[config.mk]
export PLATFORM = sky130hd
export DESIGN_NAME = compact_timer
export DESIGN_NICKNAME = d
export VERILOG_FILES = /design/src/logic/ctimer_pkg.sv /design/src/logic/compact_timer.sv
export SDC_FILE = /design/constraint.sdc
export NUM_CORES = 1
export LEC_CHECK = 0
export ABC_AREA = 1
export ABC_CLOCK_PERIOD_IN_PS = 3200
export BUFFER_PORTS_ARGS = -buffer_cell sky130_fd_sc_hd__buf_4
export CAP_MARGIN = 25
export CORE_UTILIZATION = 55
export DETAILED_ROUTE_END_ITERATION = 6
export PLACE_DENSITY_LB_ADDON = 0.05
export SYNTH_ARGS = -nofsm -noshare
export SYNTH_HDL_FRONTEND = slang
export SYNTH_SLANG_ARGS = --single-unit
[constraint.sdc]
create_clock -name CLK -period 3.2 [get_ports CLK]
set_input_delay 0.64 -clock CLK [delete_from_list [all_inputs] [get_ports CLK]]
set_output_delay 0.64 -clock CLK [all_outputs]
set_load 0.02 [all_outputs]
[src/logic/ctimer_pkg.sv]
package ctimer_pkg;
  // register word offsets (byte addresses on apb)
  localparam logic [7:0] OFS_CONTROL_FIRST = 8'h00;
  localparam logic [7:0] OFS_CONTROL_SECOND = 8'h04;
  localparam logic [7:0] OFS_COUNTER_LOW = 8'h08;
  localparam logic [7:0] OFS_COUNTER_HIGH = 8'h0C;
  localparam logic [7:0] OFS_COMPARE_A_LOW = 8'h10;
  localparam logic [7:0] OFS_COMPARE_A_HIGH = 8'h14;
  localparam logic [7:0] OFS_FLAGS = 8'h18;
  // reset values
  localparam logic [7:0] RST_CONTROL_FIRST = 8'h00;
  localparam logic [7:0] RST_CONTROL_SECOND = 8'h00;
  localparam logic [9:0] RST_COMPARE_A = 10'h000;
  // prescaler ratios
  localparam int DIV_SYSTEM = 4;
  localparam int DIV_HIGH_MID = 16;
  localparam int DIV_HIGH_SLOW = 64;
  // field layout of the first control register
  typedef struct packed {
    logic counter_pause;
    logic [2:0] clock_select;
    logic counter_on;
    logic [2:0] coarse_period_value;
  } control_first_t;
  // field layout of the second control register
  typedef struct packed {
    logic [1:0] operating_mode_select;
    logic [1:0] output_function_select;
    logic output_initial_level;
    logic output_polarity_invert;
    logic period_duty_swap;
    logic counter_clear_select;
  } control_second_t;
  typedef enum logic [1:0] {
    MODE_COMPARE = 2'h0,
    MODE_UNDEF = 2'h1,
    MODE_PWM = 2'h2,
    MODE_TIMER = 2'h3
  } mode_t;
  typedef enum logic [2:0] {
    CLK_SYS_DIV4 = 3'h0,
    CLK_HIGH = 3'h1,
    CLK_HIGH_DIV16 = 3'h2,
    CLK_HIGH_DIV64 = 3'h3,
    CLK_TIMEBASE_A = 3'h4,
    CLK_TIMEBASE_B = 3'h5,
    CLK_PIN_RISE = 3'h6,
    CLK_PIN_FALL = 3'h7
  } clock_source_t;
endpackage
[src/logic/compact_timer.sv]
// Overview of operation
// - ten-bit up-counter steps once per selected timer clock edge when on, unpaused
// - comparator P checks 3-bit value against top three counter bits; A all ten
// - software cannot load the counter; it clears it only with an on-bit rising edge
// - counter self-clears on overflow or selected compare match, raising flags except on overflow in pwm mode
// - pause bit holds the counter value; clearing it resumes from there
// - clock select picks sys/4, high, high/16, high/64, timebase, pin edges
// - on-bit low stops and keeps count; rising edge zeroes and starts it
// - on-bit rising edge restores output initial level in compare mode
// - P period is coarse value times 128 clocks; zero means 1024
// - mode field selects compare, undefined, pwm, timer/counter
// - compare mode A match does nothing, drives low, high, or toggles
// - pwm function field forces inactive, forces active, or runs waveform
// - a match requesting the current initial level shows no pin change
// - initial-level bit is start level in compare, active level in pwm
// - polarity bit inverts the output pin except in timer/counter mode
// - swap bit 0 makes P the period, A the duty; 1 swaps them
// - clear-select 1 clears on A match, 0 on P match or overflow; ignored in pwm mode
// - live counter readable as low byte plus two-bit high byte
// - compare A value held in read/write low and high byte pair
// - low bytes pass a holding buffer moved on high-byte access
// - with clear-on-A in compare mode the P flag is never set
// - pwm duty equal to or above period gives full duty
//
// Register access over APB and the address map were left to the implementer.
`timescale 1ns/1ns
module compact_timer #(
  parameter int CNT_WIDTH = 10,
  parameter int COARSE_WIDTH = 3
) (
  input wire logic CLK,
  input wire logic RESETN,
  input wire logic CE,
  input wire logic INTERNAL_HIGH_CLOCK_TICK,
  input wire logic TIMEBASE_CLOCK_TICK,
  input wire logic EXTERNAL_COUNT_INPUT,
  input wire logic PSEL,
  input wire logic PENABLE,
  input wire logic PWRITE,
  input wire logic [7:0] PADDR,
  input wire logic [31:0] PWDATA,
  output logic [31:0] PRDATA,
  output logic PREADY,
  output logic PSLVERR,
  output logic TIMER_OUTPUT_PIN,
  output logic TIMER_OUTPUT_PIN_OE,
  output logic COMPARE_A_FLAG,
  output logic COMPARE_P_FLAG
);
  initial begin
    if (CNT_WIDTH != 10 || COARSE_WIDTH != 3)
      $error("compact_timer supports only a 10-bit counter, 3-bit coarse");
  end

  ctimer_pkg::control_first_t ctl0;
  ctimer_pkg::control_second_t ctl1;
  logic [CNT_WIDTH-1:0] count;
  logic [CNT_WIDTH-1:0] compare_a;
  logic [7:0] hold_buf;
  logic on_prev;
  logic pin_prev;
  logic out_level;
  logic [5:0] pre_sys;
  logic [5:0] pre_high;
  logic flag_a;
  logic flag_p;

  // apb decode: zero-wait slave, answers in the access cycle
  wire access = PSEL & PENABLE;
  wire wr = access & PWRITE;
  wire rd = access & ~PWRITE;
  wire hit_c0 = PADDR == ctimer_pkg::OFS_CONTROL_FIRST;
  wire hit_c1 = PADDR == ctimer_pkg::OFS_CONTROL_SECOND;
  wire hit_dl = PADDR == ctimer_pkg::OFS_COUNTER_LOW;
  wire hit_dh = PADDR == ctimer_pkg::OFS_COUNTER_HIGH;
  wire hit_al = PADDR == ctimer_pkg::OFS_COMPARE_A_LOW;
  wire hit_ah = PADDR == ctimer_pkg::OFS_COMPARE_A_HIGH;
  wire hit_fl = PADDR == ctimer_pkg::OFS_FLAGS;
  wire mapped = hit_c0 | hit_c1 | hit_dl | hit_dh | hit_al | hit_ah | hit_fl;
  wire [7:0] wbyte = PWDATA[7:0];

  // clock sources as one-cycle enables
  wire sys_tick = pre_sys[1:0] == 2'h3;
  wire high_div16_tick = INTERNAL_HIGH_CLOCK_TICK & (pre_high[3:0] == 4'hF);
  wire high_div64_tick = INTERNAL_HIGH_CLOCK_TICK & (pre_high == 6'h3F);
  wire pin_rise = EXTERNAL_COUNT_INPUT & ~pin_prev;
  wire pin_fall = ~EXTERNAL_COUNT_INPUT & pin_prev;
  logic tick;
  always_comb begin
    unique case (ctimer_pkg::clock_source_t'(ctl0.clock_select))
      ctimer_pkg::CLK_SYS_DIV4: tick = sys_tick;
      ctimer_pkg::CLK_HIGH: tick = INTERNAL_HIGH_CLOCK_TICK;
      ctimer_pkg::CLK_HIGH_DIV16: tick = high_div16_tick;
      ctimer_pkg::CLK_HIGH_DIV64: tick = high_div64_tick;
      ctimer_pkg::CLK_TIMEBASE_A: tick = TIMEBASE_CLOCK_TICK;
      ctimer_pkg::CLK_TIMEBASE_B: tick = TIMEBASE_CLOCK_TICK;
      ctimer_pkg::CLK_PIN_RISE: tick = pin_rise;
      ctimer_pkg::CLK_PIN_FALL: tick = pin_fall;
    endcase
  end

  wire is_pwm = ctl1.operating_mode_select == ctimer_pkg::MODE_PWM;
  wire is_cmp = ctl1.operating_mode_select == ctimer_pkg::MODE_COMPARE;
  wire is_tmr = ctl1.operating_mode_select == ctimer_pkg::MODE_TIMER;
  wire step = tick & ctl0.counter_on & ~ctl0.counter_pause;
  wire on_rise = ctl0.counter_on & ~on_prev;

  // matches are taken on the value the next step would reach
  wire [CNT_WIDTH-1:0] count_inc = count + 10'h001;
  wire wrap = &count;
  wire coarse_zero = ctl0.coarse_period_value == 3'h0;
  wire match_p = step & ~coarse_zero &
    (count_inc[9:7] == ctl0.coarse_period_value) &
    (count_inc[6:0] == 7'h00);
  wire match_a = step & (count_inc == compare_a) & (compare_a != 10'h000);
  // zero coarse value lets the counter run to overflow: 1024 clocks
  wire event_p = match_p | (step & wrap & coarse_zero);
  wire event_a = match_a | (step & wrap & (compare_a == 10'h000));

  // period and duty selection for pwm, in timer clocks
  wire [10:0] coarse_len = coarse_zero ? 11'h400 :
    {1'b0, ctl0.coarse_period_value, 7'h00};
  wire [10:0] fine_len = {1'b0, compare_a};
  wire [10:0] period_len = ctl1.period_duty_swap ? fine_len : coarse_len;
  wire [10:0] duty_len = ctl1.period_duty_swap ? coarse_len : fine_len;
  wire pwm_period_end = ctl1.period_duty_swap ? event_a : event_p;
  wire pwm_active = ({1'b0, count} < duty_len) |
    (duty_len >= period_len);

  wire clear_on_a = ctl1.counter_clear_select & ~is_pwm;
  wire count_clear = is_pwm ? pwm_period_end :
    (clear_on_a ? event_a : event_p);
  wire [CNT_WIDTH-1:0] next_count = on_rise ? 10'h000 :
    (step ? (count_clear ? 10'h000 : count_inc) : count);

  wire set_a = is_pwm ? match_a : (clear_on_a ? event_a : match_a);
  wire set_p = is_pwm ? match_p : (~clear_on_a & event_p);

  // compare mode: act on A matches only
  logic next_out;
  always_comb begin
    next_out = out_level;
    if (on_rise)
      next_out = ctl1.output_initial_level;
    else if (is_cmp && match_a) begin
      unique case (ctl1.output_function_select)
        2'h0: next_out = out_level;
        2'h1: next_out = 1'b0;
        2'h2: next_out = 1'b1;
        2'h3: next_out = ~out_level;
      endcase
    end
  end

  logic pwm_level;
  always_comb begin
    unique case (ctl1.output_function_select)
      2'h0: pwm_level = ~ctl1.output_initial_level;
      2'h1: pwm_level = ctl1.output_initial_level;
      2'h2: pwm_level = ctl1.output_initial_level ~^ pwm_active;
      2'h3: pwm_level = ~ctl1.output_initial_level;
    endcase
  end
  // timer/counter mode leaves the pin at its last driven level
  wire pin_raw = is_pwm ? pwm_level : out_level;
  wire next_pin = is_tmr ? TIMER_OUTPUT_PIN :
    pin_raw ^ ctl1.output_polarity_invert;

  // read mux; high-byte reads snapshot the low byte into the buffer
  logic [7:0] rbyte;
  always_comb begin
    rbyte = 8'h00;
    if (hit_c0) rbyte = ctl0;
    if (hit_c1) rbyte = ctl1;
    if (hit_dl || hit_al) rbyte = hold_buf;
    if (hit_dh) rbyte = {6'h00, count[9:8]};
    if (hit_ah) rbyte = {6'h00, compare_a[9:8]};
    if (hit_fl) rbyte = {6'h00, flag_p, flag_a};
  end

  wire [7:0] next_buf = (wr && hit_al) ? wbyte :
    (rd && hit_dh) ? count[7:0] :
    (rd && hit_ah) ? compare_a[7:0] : hold_buf;
  wire [9:0] next_compare_a = (wr && hit_ah) ?
    {wbyte[1:0], hold_buf} : compare_a;
  // hardware set wins over a software write-one-to-clear in the same cycle
  wire next_flag_a = set_a | (flag_a & ~(wr & hit_fl & wbyte[0]));
  wire next_flag_p = set_p | (flag_p & ~(wr & hit_fl & wbyte[1]));

  always_ff @(posedge CLK or negedge RESETN) begin
    if (!RESETN) begin
      ctl0 <= ctimer_pkg::RST_CONTROL_FIRST;
      ctl1 <= ctimer_pkg::RST_CONTROL_SECOND;
      compare_a <= ctimer_pkg::RST_COMPARE_A;
      hold_buf <= 8'h00;
      PRDATA <= 32'h0000_0000;
      PREADY <= 1'b0;
      PSLVERR <= 1'b0;
    end else if (CE) begin
      if (wr && hit_c0) ctl0 <= wbyte;
      if (wr && hit_c1) ctl1 <= wbyte;
      compare_a <= next_compare_a;
      hold_buf <= next_buf;
      PRDATA <= {24'h000000, rbyte};
      PREADY <= PSEL & ~PENABLE;
      PSLVERR <= PSEL & ~PENABLE & ~mapped;
    end
  end

  always_ff @(posedge CLK or negedge RESETN) begin
    if (!RESETN) begin
      count <= 10'h000;
      on_prev <= 1'b0;
      pin_prev <= 1'b0;
      out_level <= 1'b0;
      pre_sys <= 6'h00;
      pre_high <= 6'h00;
      flag_a <= 1'b0;
      flag_p <= 1'b0;
      TIMER_OUTPUT_PIN <= 1'b0;
      TIMER_OUTPUT_PIN_OE <= 1'b0;
      COMPARE_A_FLAG <= 1'b0;
      COMPARE_P_FLAG <= 1'b0;
    end else if (CE) begin
      count <= next_count;
      on_prev <= ctl0.counter_on;
      pin_prev <= EXTERNAL_COUNT_INPUT;
      out_level <= next_out;
      pre_sys <= pre_sys + 6'h01;
      if (INTERNAL_HIGH_CLOCK_TICK) pre_high <= pre_high + 6'h01;
      flag_a <= next_flag_a;
      flag_p <= next_flag_p;
      TIMER_OUTPUT_PIN <= next_pin;
      TIMER_OUTPUT_PIN_OE <= ~is_tmr;
      COMPARE_A_FLAG <= next_flag_a;
      COMPARE_P_FLAG <= next_flag_p;
    end
  end
endmodule // compact_timer

==> results of run 1 <==
-- flip-flops by register name, summed over array words and instances, names as in the netlist, 2 cells and up --
name       cells
pre_sys        2
hold_buf       8
count         10
pre_high       6
ctl1           8
PRDATA         8
compare_a     10
ctl0           8
-- per-stage QoR --
step           instance area (um^2)  worst slack, ps  util [%]  power [mW]
3_3_place_gp                   4930              542      60.0        1.29
2_1_floorplan                  4740              931         -        1.21
6_report                       5130              433      62.4        2.02
5_1_grt                        5130              132      62.4        2.12
4_1_cts                        5130              482      62.4        2.03
3_5_place_dp                   4930              502      60.0        1.30
-- area by class of cell --
type / count / area (um^2) / area share [%]
multi-input cells: 485 / 2480 / 48.3
flip-flops and latches: 69 / 1730 / 33.7
repair buffers: 41 / 308 / 6.00
inverters: 77 / 289 / 5.63
well taps: 105 / 131 / 2.56
clock buffers: 9 / 124 / 2.41
clock inverters: 7 / 73.8 / 1.44
-- routing by layer --
metal | vias to the layer above | wire length (um) | part of all wire, % | global-route usage (%)
met1 | 2000 | 5430 | 46 | 39.2
li1 | 2125 | - | - | -
met4 | 0 | 284 | 2.4 | 11.5
met3 | 26 | 736 | 6.2 | 4.29
met5 | - | 0 | 0 | 0
met2 | 163 | 5390 | 45 | 45.4
-- where the power goes --
group	leakage, nW	internal, mW	switching, mW
logic	1.55	0.110	0.174
clock network	0.0996	0.362	0.373
registers	0.893	0.939	0.0570
total	2.54	1.41	0.604
-- logic make-up (layout without fill, tap and decap cells) --
family	count (synthesis)	count (layout)
other	1	24
adder cells (fa/ha/maj)	20	20
AND/OR/NAND/NOR	317	317
multiplexers	1	1
buffers and inverters	116	134
XOR/XNOR	9	9
AO/OA/AOI/OAI	114	114
flip-flops	69	69
-- synthesized netlist by cell type (6+ instances only) --
cell      number  area share, %
ha_1          20            5.4
nand2_2        8            1.1
a221oi_1       6            1.1
xor2_1         7            1.3
nor3_1         6           0.64
nand3_1       37            4.0
a21oi_1       14            1.5
clkbuf_1      10           0.81
nor2_1        48            3.9
o21ai_2        8            1.5
buf_4         25            4.0
nand2_1      190             15
inv_1         74            6.0
o21ai_0       73            7.8
nand4_1        6           0.81
dfrtp_1       69             37
-- worst paths after layout --
| kind | depth (start not counted) | endpoint | slack, ps |
|---|---|---|---|
| hold / removal | 1 | pre_high[0] | 400 |
| hold reg to reg | 1 | pre_high[5] | 480 |
| min in group CLK | 1 | pre_high[5] | 480 |
| setup reg to reg | 17 | TIMER_OUTPUT_PIN | 430 |
| setup / recovery | 17 | TIMER_OUTPUT_PIN | 430 |
| max in group asynchronous | 1 | compare_a[1] | 2250 |
==> flow_summary.yaml, run 1 <==
sta:
  min_period_ps: 2770
  max_freq_mhz: 361
  rsz0062_at_grt: "no"
  finalSetupViolations: 0
  whs_ps: 396
  finClkSkew_ps: 9.60
  post-route-period-util_pct: 86.5
  finalHoldViolCount: 0
  slew_violations: 0
  finalSetupTns_ps: 0
  slew_headroom_pct: 42.8
  worst_pin_slew_ps: 858
cts:
  cts_sinks: 69
  cts_buffers: 9
  path_clk_slew_ps: 80
  cts_max_level: 3
  post_cts_resized: 0
  root_buffer: "clkbuf_8"
  hold_buffers: 0
  clock_path_buffers: 2
  clock_latency_ps: 360
  tritoncts: "built"
  cts_setup_buffers: 0
layout:
  fill_cells: 803
  drive_gt1_share_pct: 13.8
  final_net_count: 752
  area_delta_synth_final_pct: 10.2
  stdcell_count: 793
  antennaDiodeCount: 0
  layout_commonest_cell: "nand2_1"
  layout_common_cells: "190 x nand2_1, 74 x inv_1, 73 x o21ai_0, 69 x dfrtp_1, 48 x nor2_1"
detailed_routing:
  final_antenna_net_count: 0
  wl_per_cell_um: 14.9
  wl_mm: 11.8
  num_vias: 4314
  dr.pass1.iters: 5
  drt-vias-per-instance: 5.44
  drc: 0
  drtIter0Drc: 374
global_route:
  grt_max_degree: 70
  antenna_found_initial: 0
  grt_pass1_wl_mm: 19.0
  first_global_vias: 3907
  grt_overflow: 0
  grt.total_usage_pct: 28.6
synthesis:
  synth_warnings: 0
  synthFlopType: "dfrtp_1"
  synth_fa_ha_area_share_pct: 5.37
  syn-instance-count: 647
  ys_seq_elements: 69
  synth_compound_area_share_pct: 14.2
  netlist_area_um2: 4660
  synth_xor_area_share_pct: 1.69
  synth_cell_type_count: 44
  synth.area.mux_share_pct: 0.242
  synth-simple-area-share_pct: 29.8
  syn_area_per_cell_um2: 7.20
  async_flop_share_pct: 100
  yosysSeqAreaShare_pct: 37.1
  synth_edf_count: 0
  synth_top_family_by_area: "simple AND/OR/NAND/NOR gates"
critical_path:
  crit_slowest_cell: "dfrtp_1"
  rr_startpoint: "ctl1[1]"
  cp.required_ps: 3460
  max_stage_delay_ps: 630
  path_buf_inv: 3
  cp_common_cell: "nand2_1"
  crit_path_end_kind: "register"
  crit_family: "simple AND/OR/NAND/NOR gates"
  path_cells: "inv_1 > a21oi_1 > inv_1 > ha_1 > nand3_1 > nor2_1 > nand3_1 > nand3_1 > nand2_1 > o21bai_1 > inv_1 > nand2_1 > nand2_1 > nand2_1 > nand2_1 > nand3_1 > nand2_1"
  crit_path_max_fanout: 15
  cp.arrival_ps: 3020
  critPathKind: "register to register"
  worstSetupStartpointType: "register"
  startpoint: "ctl1[1]"
die:
  core_um2: 8220
  chipWidth_um: 94.0
  die_y_um: 94.0
  num_io_pins: 87
  initial_utilization_pct: 56.7
  fp.dieArea_um2: 8840
  rows: 33
place:
  place_hpwl_mm: 9.03
  dp_cells: 777
  gp_routability_congestion: 0.920
  placement.io_buffers: 38
flow_run:
  max_cap_viol_count: 0
power_and_ir_drop:
  peakVddDrop_v: 0.000238
  p_per_area_nw_per_um2: 393
  p_leak_nw: 2.54
min_path:
  hp-class: "input pin to async pin"
outcome:
  status: "completed"
Note: power is estimated with default switching activity, not from simulation.
==> run 2: changes to the inputs <==
--- a/config.mk
+++ b/config.mk
@@ -11,6 +11,7 @@
 export CAP_MARGIN = 25
 export CORE_UTILIZATION = 55
 export DETAILED_ROUTE_END_ITERATION = 6
+export MAX_ROUTING_LAYER = met4
 export PLACE_DENSITY_LB_ADDON = 0.05
 export SYNTH_ARGS = -nofsm -noshare
 export SYNTH_HDL_FRONTEND = slang
==> run 2 against run 1 <==
  * Flip-flop and latch count unchanged
  * Critical path depth increased by 1
  * Clock skew decreased by 2.9 ps
  * Sequential power about the same
  * Critical endpoint unchanged
==> flow_summary.yaml, run 2 (synthesis results as in run 1) <==
cts:
  tritoncts: "built"
  cts_buffers: 9
  cts_setup_buffers: 0
  post_cts_resized: 0
  hold_buffers: 0
  clock_path_buffers: 2
  cts_max_level: 3
  root_buffer: "clkbuf_8"
  clock_latency_ps: 350
  path_clk_slew_ps: 80
  cts_sinks: 69
power_and_ir_drop:
  seqPwrFrac_pct: 49.3
  power.share.clock_pct: 36.7
  p_per_area_nw_per_um2: 393
  internal-power_mw: 1.41
  p_leak_nw: 2.55
  peakVddDrop_v: 0.000249
  power.total_mw: 2.02
  switchingPower_uw: 606
  p_comb_share_pct: 14.0
  p_sw_share_pct: 30.0
die:
  die_y_um: 94.0
  num_io_pins: 87
  initial_utilization_pct: 56.7
  fp.dieArea_um2: 8840
  core_um2: 8220
  chipWidth_um: 94.0
  rows: 33
detailed_routing:
  wl_per_cell_um: 14.8
  final_antenna_net_count: 0
  num_vias: 4273
  drt-vias-per-instance: 5.38
  drtIter0Drc: 298
  wl_mm: 11.7
  drc: 0
  dr.pass1.iters: 5
global_route:
  grt_overflow: 0
  grt_max_degree: 70
  first_global_vias: 3984
  antenna_found_initial: 0
  grt.total_usage_pct: 29.4
  grt_pass1_wl_mm: 19.1
critical_path:
  r2r_cells: 18
  critPathKind: "register to register"
  r2r-end: "TIMER_OUTPUT_PIN"
  crit_path_max_fanout: 15
  cp.arrival_ps: 2780
  r2r_slack_ps: 670
  worstSetupStartpointType: "register"
  crit_path_end_kind: "register"
  cp.required_ps: 3450
  rr_startpoint: "ctl1[1]"
sta:
  finalSetupTns_ps: 0
  finalSetupViolations: 0
  max_freq_mhz: 396
  layout_setup_ws_ps: 672
  min_period_ps: 2530
  post-route-period-util_pct: 79.0
  finalHoldViolCount: 0
  worst_pin_slew_ps: 878
  slew_headroom_pct: 41.5
  finClkSkew_ps: 6.74
  slew_violations: 0
  whs_ps: 406
  rsz0062_at_grt: "no"
layout:
  fill_cells: 792
  reg_top3: "compare_a (10), count (10)"
  layout_common_cells: "190 x nand2_1, 74 x inv_1, 73 x o21ai_0, 69 x dfrtp_1, 48 x nor2_1"
  stdcell_area_um2: 5140
  drive_gt1_share_pct: 13.9
  layout_commonest_cell: "nand2_1"
  stdcell_count: 794
  final_net_count: 753
  final_util_pct: 62.5
  antennaDiodeCount: 0
  area_delta_synth_final_pct: 10.3
flow_run:
  max_cap_viol_count: 0
place:
  gp_routability_congestion: 0.943
  placement.io_buffers: 38
  place_hpwl_mm: 8.89
  dp_cells: 778
  dpl_cell_area_um2: 4940
  pre_cts_slack_ps: 668
min_path:
  hp-class: "input pin to async pin"
outcome:
  status: "completed"
## run 2: power by group through the flow
stage | clock (mW) | combinational [mW] | sequential (mW)
final | 0.741 | 0.282 | 0.994
after floorplan | 0 | 0.205 | 1.01
after CTS | 0.748 | 0.286 | 0.995
after detailed placement | 0 | 0.285 | 1.01
after global routing | 0.784 | 0.323 | 1.01
after global placement | 0 | 0.276 | 1.01
## run 2: final cells by class
class	instances	area (um^2)	share of cell area [%]
Clock buffer	9	124	2.41
Clock inverter	7	73.8	1.44
Inverter	77	289	5.63
Multi-Input combinational cell	485	2480	48.2
Sequential cell	69	1730	33.6
Tap cell	105	131	2.56
Timing Repair Buffer	42	315	6.14
## run 2: per-layer routing
layer	global-route usage (%)	share of wire, %	vias to the layer above
met5	-	0	-
met4	8.46	1.5	0
met3	6.31	6.1	20
met2	45.9	46	145
met1	38.7	46	1991
li1	-	-	2117
## run 2: worst max-delay path: stages, from the launching register on
cell and delay [ps]:
dfrtp_1 390, inv_1 360, nor2_1 90, a21oi_1 190, inv_1 80, ha_1 290, nand3_1 80, nor2_1 150
nand3_1 100, nand3_1 70, nand2_1 90, o21bai_1 130, inv_1 50, nand2_1 60, nand2_1 70, nand2_1 60
nand2_1 40, nand3_1 60, nand2_1 50
## run 2: worst max path at each step
stage               startpoint                to  slack [ps]  cells after the start
global route           ctl1[1]  TIMER_OUTPUT_PIN         410                     18
floorplan              ctl1[1]  TIMER_OUTPUT_PIN         930                     19
CTS                    ctl1[1]  TIMER_OUTPUT_PIN         700                     18
global placement      PADDR[1]       hold_buf[2]         720                      9
finish                 ctl1[1]  TIMER_OUTPUT_PIN         670                     18
detailed placement    PADDR[1]       hold_buf[3]         670                      9
